### config.mk
export PLATFORM = sky130hd
export DESIGN_NAME = adc_input_and_clock_config
export DESIGN_NICKNAME = d
export VERILOG_FILES = /design/src/adc_cfg_pkg.sv /design/src/adc_cfg_regs.sv /design/src/adc_input_and_clock_config.sv
export SDC_FILE = /design/constraint.sdc
export NUM_CORES = 1
export LEC_CHECK = 0
export BUFFER_PORTS_ARGS = -buffer_cell sky130_fd_sc_hd__buf_2
export CORE_MARGIN = 2
export CORE_UTILIZATION = 40
export DETAILED_ROUTE_END_ITERATION = 8
export HOLD_SLACK_MARGIN = 0.02
export PLACE_DENSITY = 0.69
export SYNTH_ARGS = -nofsm -noshare
export SYNTH_HDL_FRONTEND = slang
export SYNTH_SLANG_ARGS = --single-unit
### constraint.sdc
create_clock -name hclk -period 2.7 [get_ports hclk]
set_input_delay 0.27 -clock hclk [delete_from_list [all_inputs] [get_ports hclk]]
set_output_delay 0.27 -clock hclk [all_outputs]
set_load 0.01 [all_outputs]
### src/adc_cfg_pkg.sv
package adc_cfg_pkg;

    // ----------------------------------------------------------------
    // Register map (byte addresses)
    // ----------------------------------------------------------------
    localparam logic [7:0] CTRL_OFF      = 8'h00;
    localparam logic [7:0] REF_CLK_OFF   = 8'h04;
    localparam logic [7:0] MUX_OFF       = 8'h08;
    localparam logic [7:0] SCAN_SEL_OFF  = 8'h0c;
    localparam logic [7:0] CTU_EN_OFF    = 8'h10;
    localparam logic [7:0] ANSEL_OFF     = 8'h14;
    localparam logic [7:0] DIR_OFF       = 8'h18;
    localparam logic [7:0] PORT_OFF      = 8'h1c;
    localparam logic [7:0] STATUS_OFF    = 8'h20;
    localparam logic [7:0] PIN_OUT_OFF   = 8'h24;

    // ----------------------------------------------------------------
    // Field positions
    // ----------------------------------------------------------------
    // CTRL
    localparam int ENABLE_BIT     = 7;
    localparam int RES_BIT        = 3;
    localparam int ALT_BIT        = 0;
    localparam int SCAN_BIT       = 1;
    localparam int SMPI_LSB       = 8;   // samples per interrupt - 1, 5 bits
    localparam int ISRC_LSB       = 16;  // internal source requests, 3 bits
    // REF_CLK
    localparam int PREF_LSB       = 0;   // 2 bits
    localparam int NREF_BIT       = 2;
    localparam int PRESCALE_LSB   = 8;   // 6 bits
    localparam int RC_BIT         = 15;
    // MUX
    localparam int A_POS_LSB      = 0;
    localparam int A_NEG_LSB      = 5;
    localparam int B_POS_LSB      = 8;
    localparam int B_NEG_LSB      = 13;

    // ----------------------------------------------------------------
    // Widths, reset values and timing
    // ----------------------------------------------------------------
    localparam int          NUM_CH       = 32;
    localparam int          PIN_W        = 16;
    localparam logic [15:0] ANSEL_RESET  = 16'hffff;
    localparam logic [15:0] DIR_RESET    = 16'hffff;
    localparam logic [3:0]  TAD_12BIT    = 4'd14;
    localparam logic [3:0]  TAD_10BIT    = 4'd12;
    localparam logic [31:0] UNMAPPED_RD  = 32'h0000_0000;

    typedef enum logic [1:0] {
        PREF_AVDD, PREF_EXT, PREF_BANDGAP, PREF_RSVD
    } pos_ref_t;

    typedef struct packed {
        logic [4:0] pos;
        logic [2:0] neg;
        logic       mux_b;
    } input_sel_t;

    typedef struct packed {
        logic     pos_ext;
        logic     pos_bandgap;
        logic     neg_ext;
    } ref_sel_t;

endpackage

### src/adc_cfg_regs.sv
`timescale 1ns/1ps

// Small register store for the channel mask words; read data registered.
module adc_cfg_regs
(
    // Clock and reset
    input  wire logic        hclk,
    input  wire logic        hresetn,
    // Write port
    input  wire logic        wr_en,
    input  wire logic [2:0]  wr_idx,
    input  wire logic [31:0] wr_data,
    // Read port
    input  wire logic [2:0]  rd_idx,
    output logic      [31:0] rd_data
);
    logic [31:0] mem_q [0:7];

    always_ff @(posedge hclk or negedge hresetn)
    begin
        if (!hresetn)
        begin
            for (int i = 0; i < 8; i++)
                mem_q[i] <= 32'h0000_0000;
        end
        else if (wr_en)
        begin
            mem_q[wr_idx] <= wr_data;
        end
    end

    always_ff @(posedge hclk or negedge hresetn)
    begin
        if (!hresetn)
            rd_data <= 32'h0000_0000;
        else
            rd_data <= mem_q[rd_idx];
    end
endmodule // adc_cfg_regs

### src/adc_input_and_clock_config.sv
`timescale 1ns/1ps

module adc_input_and_clock_config
    import adc_cfg_pkg::*;
(
    // AHB-Lite slave
    input  wire logic                 hclk,
    input  wire logic                 hresetn,
    input  wire logic                 hsel,
    input  wire logic [7:0]           haddr,
    input  wire logic [1:0]           htrans,
    input  wire logic                 hwrite,
    input  wire logic [2:0]           hsize,
    input  wire logic [31:0]          hwdata,
    input  wire logic                 hready,
    output logic      [31:0]          hrdata,
    output logic                      hreadyout,
    output logic                      hresp,
    // Converter core handshake
    input  wire logic                 rc_clk_tick,
    input  wire logic                 sample_start,
    input  wire logic                 conv_done,
    input  wire logic                 irq_event,
    // Analog pin side
    input  wire logic [PIN_W-1:0]     pin_level,
    output logic      [PIN_W-1:0]     pin_out,
    output logic      [PIN_W-1:0]     pin_oe,
    output logic      [PIN_W-1:0]     pin_analog,
    // Analog front end controls
    output logic                      converter_on,
    output logic                      resolution_12,
    output logic                      tad_tick,
    output logic                      converting,
    output adc_cfg_pkg::input_sel_t   cur_input,
    output adc_cfg_pkg::ref_sel_t     ref_sel,
    output logic      [NUM_CH-1:0]    charge_unit_route,
    output logic                      charge_unit_on,
    output logic      [2:0]           internal_source_on
);
    import adc_cfg_pkg::*;

    // ----------------------------------------------------------------
    // Bus slave
    // ----------------------------------------------------------------
    logic        wr_pend_q;
    logic [7:0]  addr_q;
    logic        rd_pend_q;
    logic        mem_rd_q;
    logic [31:0] ctrl_q;
    logic [31:0] refclk_q;
    logic [31:0] mux_q;
    logic [PIN_W-1:0] ansel_q;
    logic [PIN_W-1:0] dir_q;
    logic [PIN_W-1:0] pout_q;
    logic [31:0] mem_rd;
    logic        access;

    function automatic logic is_mem(input logic [7:0] a);
        return (a == SCAN_SEL_OFF) || (a == CTU_EN_OFF);
    endfunction

    function automatic logic [2:0] mem_idx(input logic [7:0] a);
        return (a == CTU_EN_OFF) ? 3'd1 : 3'd0;
    endfunction

    assign access = hsel && hready && htrans[1];

    always_ff @(posedge hclk or negedge hresetn)
    begin
        if (!hresetn)
        begin
            wr_pend_q <= 1'b0;
            rd_pend_q <= 1'b0;
            addr_q    <= 8'h00;
        end
        else
        begin
            if (hready)
            begin
                wr_pend_q <= access && hwrite;
                rd_pend_q <= access && !hwrite;
                if (access)
                    addr_q <= haddr;
            end
        end
    end

    // Reads of the mask store take one extra wait state
    always_ff @(posedge hclk or negedge hresetn)
    begin
        if (!hresetn)
            mem_rd_q <= 1'b0;
        else
            mem_rd_q <= access && !hwrite && is_mem(haddr);
    end

    always_ff @(posedge hclk or negedge hresetn)
    begin
        if (!hresetn)
            hreadyout <= 1'b1;
        else if (access && !hwrite && is_mem(haddr))
            hreadyout <= 1'b0;
        else
            hreadyout <= 1'b1;
    end

    always_ff @(posedge hclk or negedge hresetn)
    begin
        if (!hresetn)
            hresp <= 1'b0;
        else
            hresp <= 1'b0;
    end

    adc_cfg_regs u_masks
    (
        .hclk    (hclk),
        .hresetn (hresetn),
        .wr_en   (wr_pend_q && is_mem(addr_q)),
        .wr_idx  (mem_idx(addr_q)),
        .wr_data (hwdata),
        .rd_idx  (rd_pend_q ? mem_idx(addr_q) : mem_idx(haddr)),
        .rd_data (mem_rd)
    );

    // Shadow copies of the masks for the sequencer and charge unit; mask store serves reads
    logic [NUM_CH-1:0] scan_mask_q;
    logic [NUM_CH-1:0] ctu_mask_q;

    // ----------------------------------------------------------------
    // Control registers
    // ----------------------------------------------------------------
    // Disable only gates activity; nothing here is cleared by it
    always_ff @(posedge hclk or negedge hresetn)
    begin
        if (!hresetn)
        begin
            ctrl_q      <= 32'h0000_0000;
            refclk_q    <= 32'h0000_0000;
            mux_q       <= 32'h0000_0000;
            scan_mask_q <= '0;
            ctu_mask_q  <= '0;
            ansel_q     <= ANSEL_RESET;
            dir_q       <= DIR_RESET;
            pout_q      <= '0;
        end
        else if (wr_pend_q)
        begin
            case (addr_q)
                CTRL_OFF:     ctrl_q      <= hwdata;
                REF_CLK_OFF:  refclk_q    <= hwdata;
                MUX_OFF:      mux_q       <= hwdata;
                SCAN_SEL_OFF: scan_mask_q <= hwdata;
                CTU_EN_OFF:   ctu_mask_q  <= hwdata;
                ANSEL_OFF:    ansel_q     <= hwdata[PIN_W-1:0];
                DIR_OFF:      dir_q       <= hwdata[PIN_W-1:0];
                PIN_OUT_OFF:  pout_q      <= hwdata[PIN_W-1:0];
                default:      ;
            endcase
        end
    end

    logic       enable;
    logic       alt_en;
    logic       scan_en;
    logic [4:0] smpi;
    logic [5:0] prescale;
    logic       use_rc;

    assign enable   = ctrl_q[ENABLE_BIT];
    assign alt_en   = ctrl_q[ALT_BIT];
    assign scan_en  = ctrl_q[SCAN_BIT];
    assign smpi     = ctrl_q[SMPI_LSB +: 5];
    assign prescale = refclk_q[PRESCALE_LSB +: 6];
    assign use_rc   = refclk_q[RC_BIT];

    // ----------------------------------------------------------------
    // Conversion clock
    // ----------------------------------------------------------------
    logic [5:0] div_q;
    logic       tick;

    // RC source ignores the prescale field entirely
    assign tick = use_rc ? rc_clk_tick : (div_q == prescale);

    always_ff @(posedge hclk or negedge hresetn)
    begin
        if (!hresetn)
            div_q <= 6'd0;
        else if (!enable || use_rc || div_q == prescale)
            div_q <= 6'd0;
        else
            div_q <= div_q + 6'd1;
    end

    // ----------------------------------------------------------------
    // Conversion length
    // ----------------------------------------------------------------
    logic [3:0] tad_cnt_q;
    logic       conv_q;

    always_ff @(posedge hclk or negedge hresetn)
    begin
        if (!hresetn)
        begin
            conv_q    <= 1'b0;
            tad_cnt_q <= 4'd0;
        end
        else if (!enable)
        begin
            conv_q    <= 1'b0;
            tad_cnt_q <= 4'd0;
        end
        else if (!conv_q && sample_start)
        begin
            conv_q    <= 1'b1;
            // 12-bit takes two more periods than 10-bit
            tad_cnt_q <= ctrl_q[RES_BIT] ? TAD_12BIT : TAD_10BIT;
        end
        else if (conv_q && tick)
        begin
            tad_cnt_q <= tad_cnt_q - 4'd1;
            if (tad_cnt_q == 4'd1)
                conv_q <= 1'b0;
        end
    end

    // ----------------------------------------------------------------
    // Input sequencing
    // ----------------------------------------------------------------
    logic       use_b_q;
    logic [4:0] scan_ch_q;
    logic [4:0] scan_cnt_q;
    logic [4:0] next_scan;

    // Next selected channel above the current one; wraps to lowest
    function automatic logic [4:0] next_sel(input logic [NUM_CH-1:0] m,
                                            input logic [4:0] from,
                                            input logic incl);
        logic [4:0] r;
        logic       found;
        r     = 5'd0;
        found = 1'b0;
        for (int i = 0; i < NUM_CH; i++)
        begin
            if (!found && m[i] && (i > from || (incl && i == from)))
            begin
                r     = 5'(i);
                found = 1'b1;
            end
        end
        for (int i = 0; i < NUM_CH; i++)
        begin
            if (!found && m[i])
            begin
                r     = 5'(i);
                found = 1'b1;
            end
        end
        return r;
    endfunction

    assign next_scan = next_sel(scan_mask_q, scan_ch_q, 1'b0);

    always_ff @(posedge hclk or negedge hresetn)
    begin
        if (!hresetn)
        begin
            use_b_q    <= 1'b0;
            scan_ch_q  <= 5'd0;
            scan_cnt_q <= 5'd0;
        end
        else if (!enable || irq_event)
        begin
            // Sequence restarts at mux A, lowest channel
            use_b_q    <= 1'b0;
            scan_ch_q  <= next_sel(scan_mask_q, 5'd0, 1'b1);
            scan_cnt_q <= 5'd0;
        end
        else if (conv_done)
        begin
            use_b_q <= alt_en ? !use_b_q : 1'b0;
            // Scan advances only on mux A samples
            if (scan_en && !use_b_q && scan_cnt_q != smpi)
            begin
                scan_ch_q  <= next_scan;
                scan_cnt_q <= scan_cnt_q + 5'd1;
            end
            // Higher channels beyond the per-interrupt count stay idle
        end
    end

    input_sel_t sel_d;

    always_comb
    begin
        sel_d.mux_b = use_b_q;
        if (use_b_q)
        begin
            sel_d.pos = mux_q[B_POS_LSB +: 5];
            sel_d.neg = mux_q[B_NEG_LSB +: 3];
        end
        else
        begin
            sel_d.pos = scan_en ? scan_ch_q : mux_q[A_POS_LSB +: 5];
            sel_d.neg = mux_q[A_NEG_LSB +: 3];
        end
    end

    // ----------------------------------------------------------------
    // Outputs
    // ----------------------------------------------------------------
    logic [PIN_W-1:0] port_view;

    assign port_view = pin_level & ~ansel_q;

    always_ff @(posedge hclk or negedge hresetn)
    begin
        if (!hresetn)
        begin
            converter_on       <= 1'b0;
            resolution_12      <= 1'b0;
            tad_tick           <= 1'b0;
            converting         <= 1'b0;
            cur_input          <= '0;
            ref_sel            <= '0;
            charge_unit_route  <= '0;
            charge_unit_on     <= 1'b0;
            internal_source_on <= 3'd0;
            pin_out            <= '0;
            pin_oe             <= '0;
            pin_analog         <= ANSEL_RESET;
        end
        else
        begin
            converter_on       <= enable;
            resolution_12      <= ctrl_q[RES_BIT];
            tad_tick           <= enable && tick;
            converting         <= conv_q;
            cur_input          <= sel_d;
            ref_sel.pos_ext     <= refclk_q[PREF_LSB +: 2] == PREF_EXT;
            ref_sel.pos_bandgap <= refclk_q[PREF_LSB +: 2] == PREF_BANDGAP;
            ref_sel.neg_ext     <= refclk_q[NREF_BIT];
            charge_unit_route  <= enable ? ctu_mask_q : '0;
            charge_unit_on     <= enable && (ctu_mask_q != '0);
            internal_source_on <= (enable && scan_en) ? ctrl_q[ISRC_LSB +: 3] : 3'd0;
            pin_out            <= pout_q;
            pin_oe             <= ~dir_q;
            pin_analog         <= ansel_q;
        end
    end

    // Read data
    always_ff @(posedge hclk or negedge hresetn)
    begin
        if (!hresetn)
            hrdata <= 32'h0000_0000;
        else if (mem_rd_q)
            hrdata <= mem_rd;
        else if (access && !hwrite)
        begin
            case (haddr)
                CTRL_OFF:    hrdata <= ctrl_q;
                REF_CLK_OFF: hrdata <= refclk_q;
                MUX_OFF:     hrdata <= mux_q;
                ANSEL_OFF:   hrdata <= {16'h0000, ansel_q};
                DIR_OFF:     hrdata <= {16'h0000, dir_q};
                PORT_OFF:    hrdata <= {16'h0000, port_view};
                STATUS_OFF:  hrdata <= {21'h0, scan_ch_q, use_b_q, conv_q, tad_cnt_q};
                PIN_OUT_OFF: hrdata <= {16'h0000, pout_q};
                default:     hrdata <= UNMAPPED_RD;
            endcase
        end
    end
endmodule // adc_input_and_clock_config

==> results.md <==
Setup path:
- The capturing point of the worst reg2reg path is scan_ch_q[4]$_DFFE_PN0P_.
- The startpoint class of the critical path is a register.
- STA puts the critical path data required time at 3180 ps.
- Along the worst path, the maximum fanout reaches 13.
- STA puts the critical path data arrival time at just over 3000 ps.
- The critical path is of the register to register type.
- The reg-to-reg startpoint is scan_ch_q[4]$_DFFE_PN0P_.
- The number of cells on the worst reg-to-reg path is 7.
- The flop-to-flop setup slack is roughly 110 ps.
- The launch point of the critical path is scan_ch_q[4]$_DFFE_PN0P_.
- The critical path ends at scan_ch_q[4]$_DFFE_PN0P_.
- The element type at the critical path end is a register.

Synth:
- The number of nets in the synthesized netlist is 1,617.
- During synthesis, Yosys emitted a total of 0 warnings.
- The most common cell in the synthesized netlist is dfrtp_1.
- The flip-flop and latch count after synthesis is 438.
- The number of synthesized flops with an enable pin is 0.
- The cell count after synthesis came out at 1,543.
- Of the synthesized area, sequential elements account for 0.590.
- After synthesis, the most frequently instantiated cells are dfrtp_1 (389), mux2_2 (217), nand2_1 (207), nor2_1 (74), dfstp_2 (49).
- The distinct cell type count after synthesis is just under 100.
- dfrtp_1 takes more of the synthesized area than any other cell.
- The area fraction of the dominant cell type after synthesis is 0.521.
- Of all flip-flops after synthesis, the portion carrying an async set or reset was 1.00.
- Summing every instance area after synthesis gives between 0.015 and 0.02 mm².
- In the post-synthesis netlist, the biggest area contributors are dfrtp_1 (52%), mux2_2 (13%), dfstp_2 (6.9%).
- The most used flip-flop cell after synthesis is dfrtp_1.
- The per-instance average area after synthesis is 12.1 µm².

GRT:
- The initial antenna violation count is 1.
- The via count of the first global-routing pass was 13,800.
- The total overflow left after global routing is 0.
- In the global route stage, overall resource usage came out at 0.226.
- Entering global routing, the biggest net connects 89 pins.
- The first-pass GRT wire length is 82,500 µm.

Timing:
- The upper clock frequency limit is 385 MHz.
- The final period demand of the worst path is 2590 ps.
- Of the available clock period, the critical path in the final layout requires 0.961.
- The least setup slack across all paths after layout is 105 ps.
- The setup TNS after final layout is 0 ps.
- The number of hold violations in the final report is 0.
- The final count of pins violating max slew came to 0.
- Setup repair after global routing left no endpoint under its margin.
- For the pin with the worst max-slew slack, the measured transition is 717 ps.
- The relative slew slack is 0.521.
- For the final database, setup skew stands at 20.9 ps.
- Setup violations remaining at the end of the flow were counted as 0.

Clocking:
- After clock tree synthesis, the clock-pin slew on the worst setup and hold paths is 60 ps.
- The clock reaches the later pin of the worst-skew pair after 590 ps.
- The longest clock path from root to sink contains 3 buffers.
- TritonCTS created 46 clock buffers.
- The H-tree was split into 2 levels.
- The tree built by TritonCTS fans out to 438 sinks.
- The root cell of the clock tree is clkbuf_16.
- TritonCTS built the clock tree.

Finish:
- The total non-filler cell area in the finished layout is 0.0226 mm².
- Counting the fill cells in the layout gives approximately 4,100.
- Summing all multi-input logic gate instances after layout gives around 0.007 mm².
- The area taken by flip-flops and latches is 0.0110 mm².
- Relative to the synthesized area, the layout overhead comes to 20.8%.
- 0 antenna diodes ended up in the layout.
- Of the cells placed in the final design, the portion with a size suffix greater than 1 is 0.359.
- The post-layout instance count excluding filler cells is between 2,000 and 2,500.
- After the last flow step, the layout net total stands at 1,886.

Power and ir drop:
- The completed layout was analyzed and its total power is roughly 16 mW.
- Across the VDD grid, the largest voltage drop is approximately 490 µV.
- The ratio of total power to cell area is 713 mW/mm².
- The leakage power is a little over 10 nW.

Worst hold path:
- The worst min-delay path category is input port to register.

Place:
- Summing all placed instances gives a cell area of 0.0207 mm².
- Once placement completed, the tool counted placed cells totaling 2,346.
- The final estimated routing congestion in global placement is about 0.91.
- The HPWL after detailed placement is 37,900 µm.
- Prior to clock tree synthesis, the placed netlist has a worst setup slack of 109 ps.
- The count of buffers added on input and output ports is 198.

Die:
- The core region is 0.0464 mm².
- The die covers a little under 0.05 mm².
- Measured along the y axis, the die boundary spans 220 µm.
- The total I/O pin count is ~200.
- In this run the core area contains 79 standard-cell rows.
- The chip width is 220 µm.
- For this configuration, the core starts out at a cell density of 0.403.

Detailed routing:
- The via count of the routed design is 13,800.
- The count of TritonRoute iterations in the first routing pass is 5.
- The average wire length per cell after detail routing is 22.0 µm.
- The number of nets still failing antenna checks after routing is 0.
- The average via count per standard cell is 5.60.
- The starting DRC count in detailed routing is around 1,200.
- The total DRC errors in the routed layout is 0.
- For this block, the routed nets add up to 54,100 µm of wire.

Status:
- The flow ran to the end, and the final reports show no timing, DRC or antenna violations.

Flow run:
- Max-cap violations in this run came to 0.
-- worst max-delay path: stages (launching register included) --
cell,delay (ps)
dfrtp_1,740
nand2_2,180
o311ai_1,440
nand3_1,160
and3_1,190
a211oi_2,270
o221ai_1,170
o31a_1,320
-- flip-flops by register name, summed over array words and instances (netlist names), 3 cells and up --
name	count
tad_cnt_q	4
u_masks.rd_data	32
dir_q	16
charge_unit_route	32
pin_analog	16
scan_ch_q	5
pout_q	16
hrdata	32
ctrl_q	32
cur_input	9
pin_out	16
refclk_q	32
scan_mask_q	32
div_q	6
ref_sel	3
mux_q	32
ctu_mask_q	31
scan_cnt_q	5
addr_q	8
u_masks.mem_q	33
ansel_q	16
pin_oe	16
internal_source_on	3
-- stage by stage --
| stage | util | hold WS, ps |
|---|---|---|
| after floorplan | - | -25.6 |
| after global placement | 0.447 | 234 |
| after detailed placement | 0.447 | 240 |
| after CTS | 0.486 | 20.1 |
| after global routing | 0.487 | 43.4 |
| final | 0.487 | 44.5 |
-- worst min-delay path by stage --
stage	startpoint	endpoint	slack, ps	cells after the start
2_1_floorplan	hresetn	addr_q[0]$_DFFE_PN0P_	-30	0
3_3_place_gp	hresetn	hrdata[1]$_DFFE_PN0P_	230	1
3_5_place_dp	hresetn	hrdata[1]$_DFFE_PN0P_	240	1
4_1_cts	hwdata[15]	u_masks.mem_q[239]$_DFFE_PN0P_	20	3
5_1_grt	hwdata[27]	ctu_mask_q[27]$_DFFE_PN0P_	40	2
6_report	hwdata[30]	ctu_mask_q[30]$_DFFE_PN0P_	40	2
-- layout make-up --
class	instances	share of cell area
Clock inverter	22	0.00999
Tap cell	607	0.0337
Inverter	39	0.00649
Multi-Input combinational cell	987	0.318
Sequential cell	438	0.489
Timing Repair Buffer	300	0.0844
Clock buffer	64	0.0591
-- cells by family (layout without fill, tap and decap cells) --
logic type               Yosys count  count (layout)  share of synthesized area
AND/OR/NAND/NOR                  454             454                      0.119
AO/OA/AOI/OAI                    281             281                      0.114
adder cells (fa/ha/maj)            4               4                    0.00268
flip-flops                       438             438                      0.590
other                              1               1                   0.000201
multiplexers                     225             225                      0.135
buffers and inverters            118             425                     0.0283
XOR/XNOR                          22              22                     0.0103
-- cells in the final DEF, fill, tap and decap left out, types with 9 or more instances in the layout --
master | synthesis | final
a221oi_1 | 10 | 10
dfstp_2 | 49 | 49
nand4_1 | 9 | 9
inv_1 | 39 | 39
o21ai_0 | 40 | 40
clkbuf_16 | 0 | 49
a31oi_1 | 21 | 21
clkbuf_1 | 46 | 10
buf_4 | 3 | 71
mux2_2 | 217 | 217
nor4_1 | 14 | 14
and2_1 | 36 | 36
nor3_1 | 13 | 12
nand2_1 | 207 | 207
nor2_1 | 74 | 69
nor2b_1 | 13 | 13
nand3_1 | 22 | 22
a222oi_1 | 21 | 21
xnor2_1 | 14 | 14
dfrtp_1 | 389 | 386
dlygate4sd3_1 | 0 | 25
a221o_1 | 19 | 19
clkinv_2 | 0 | 12
nand2b_1 | 11 | 11
a22oi_1 | 37 | 37
a21oi_1 | 34 | 34
a22o_1 | 12 | 12
buf_2 | 20 | 197
-- per-layer routing --
| metal | share of wire | global-route usage | wire (µm) |
|---|---|---|---|
| met3 | 0.069 | 0.0417 | 3740 |
| met5 | 0.00020 | 0 | 11 |
| met4 | 0.033 | 0.0872 | 1790 |
| met1 | 0.43 | 0.302 | 23000 |
| met2 | 0.47 | 0.366 | 25500 |
-- report_power, final --
part           internal (mW)  switching (mW)  total, mW
sequential              7.26           0.549       7.81
clock                   3.85            2.68       6.52
combinational          0.825           0.931       1.76
total                   11.9            4.16       16.1
-- what timing repair did --
action                                  CTS  global route
setup buffers                             0             0
resized for setup                         0             3
endpoints found under the hold margin   102             0
endpoints found under the setup margin    0             3
hold buffers                             25             0
Note: power is estimated with default switching activity, not from simulation.
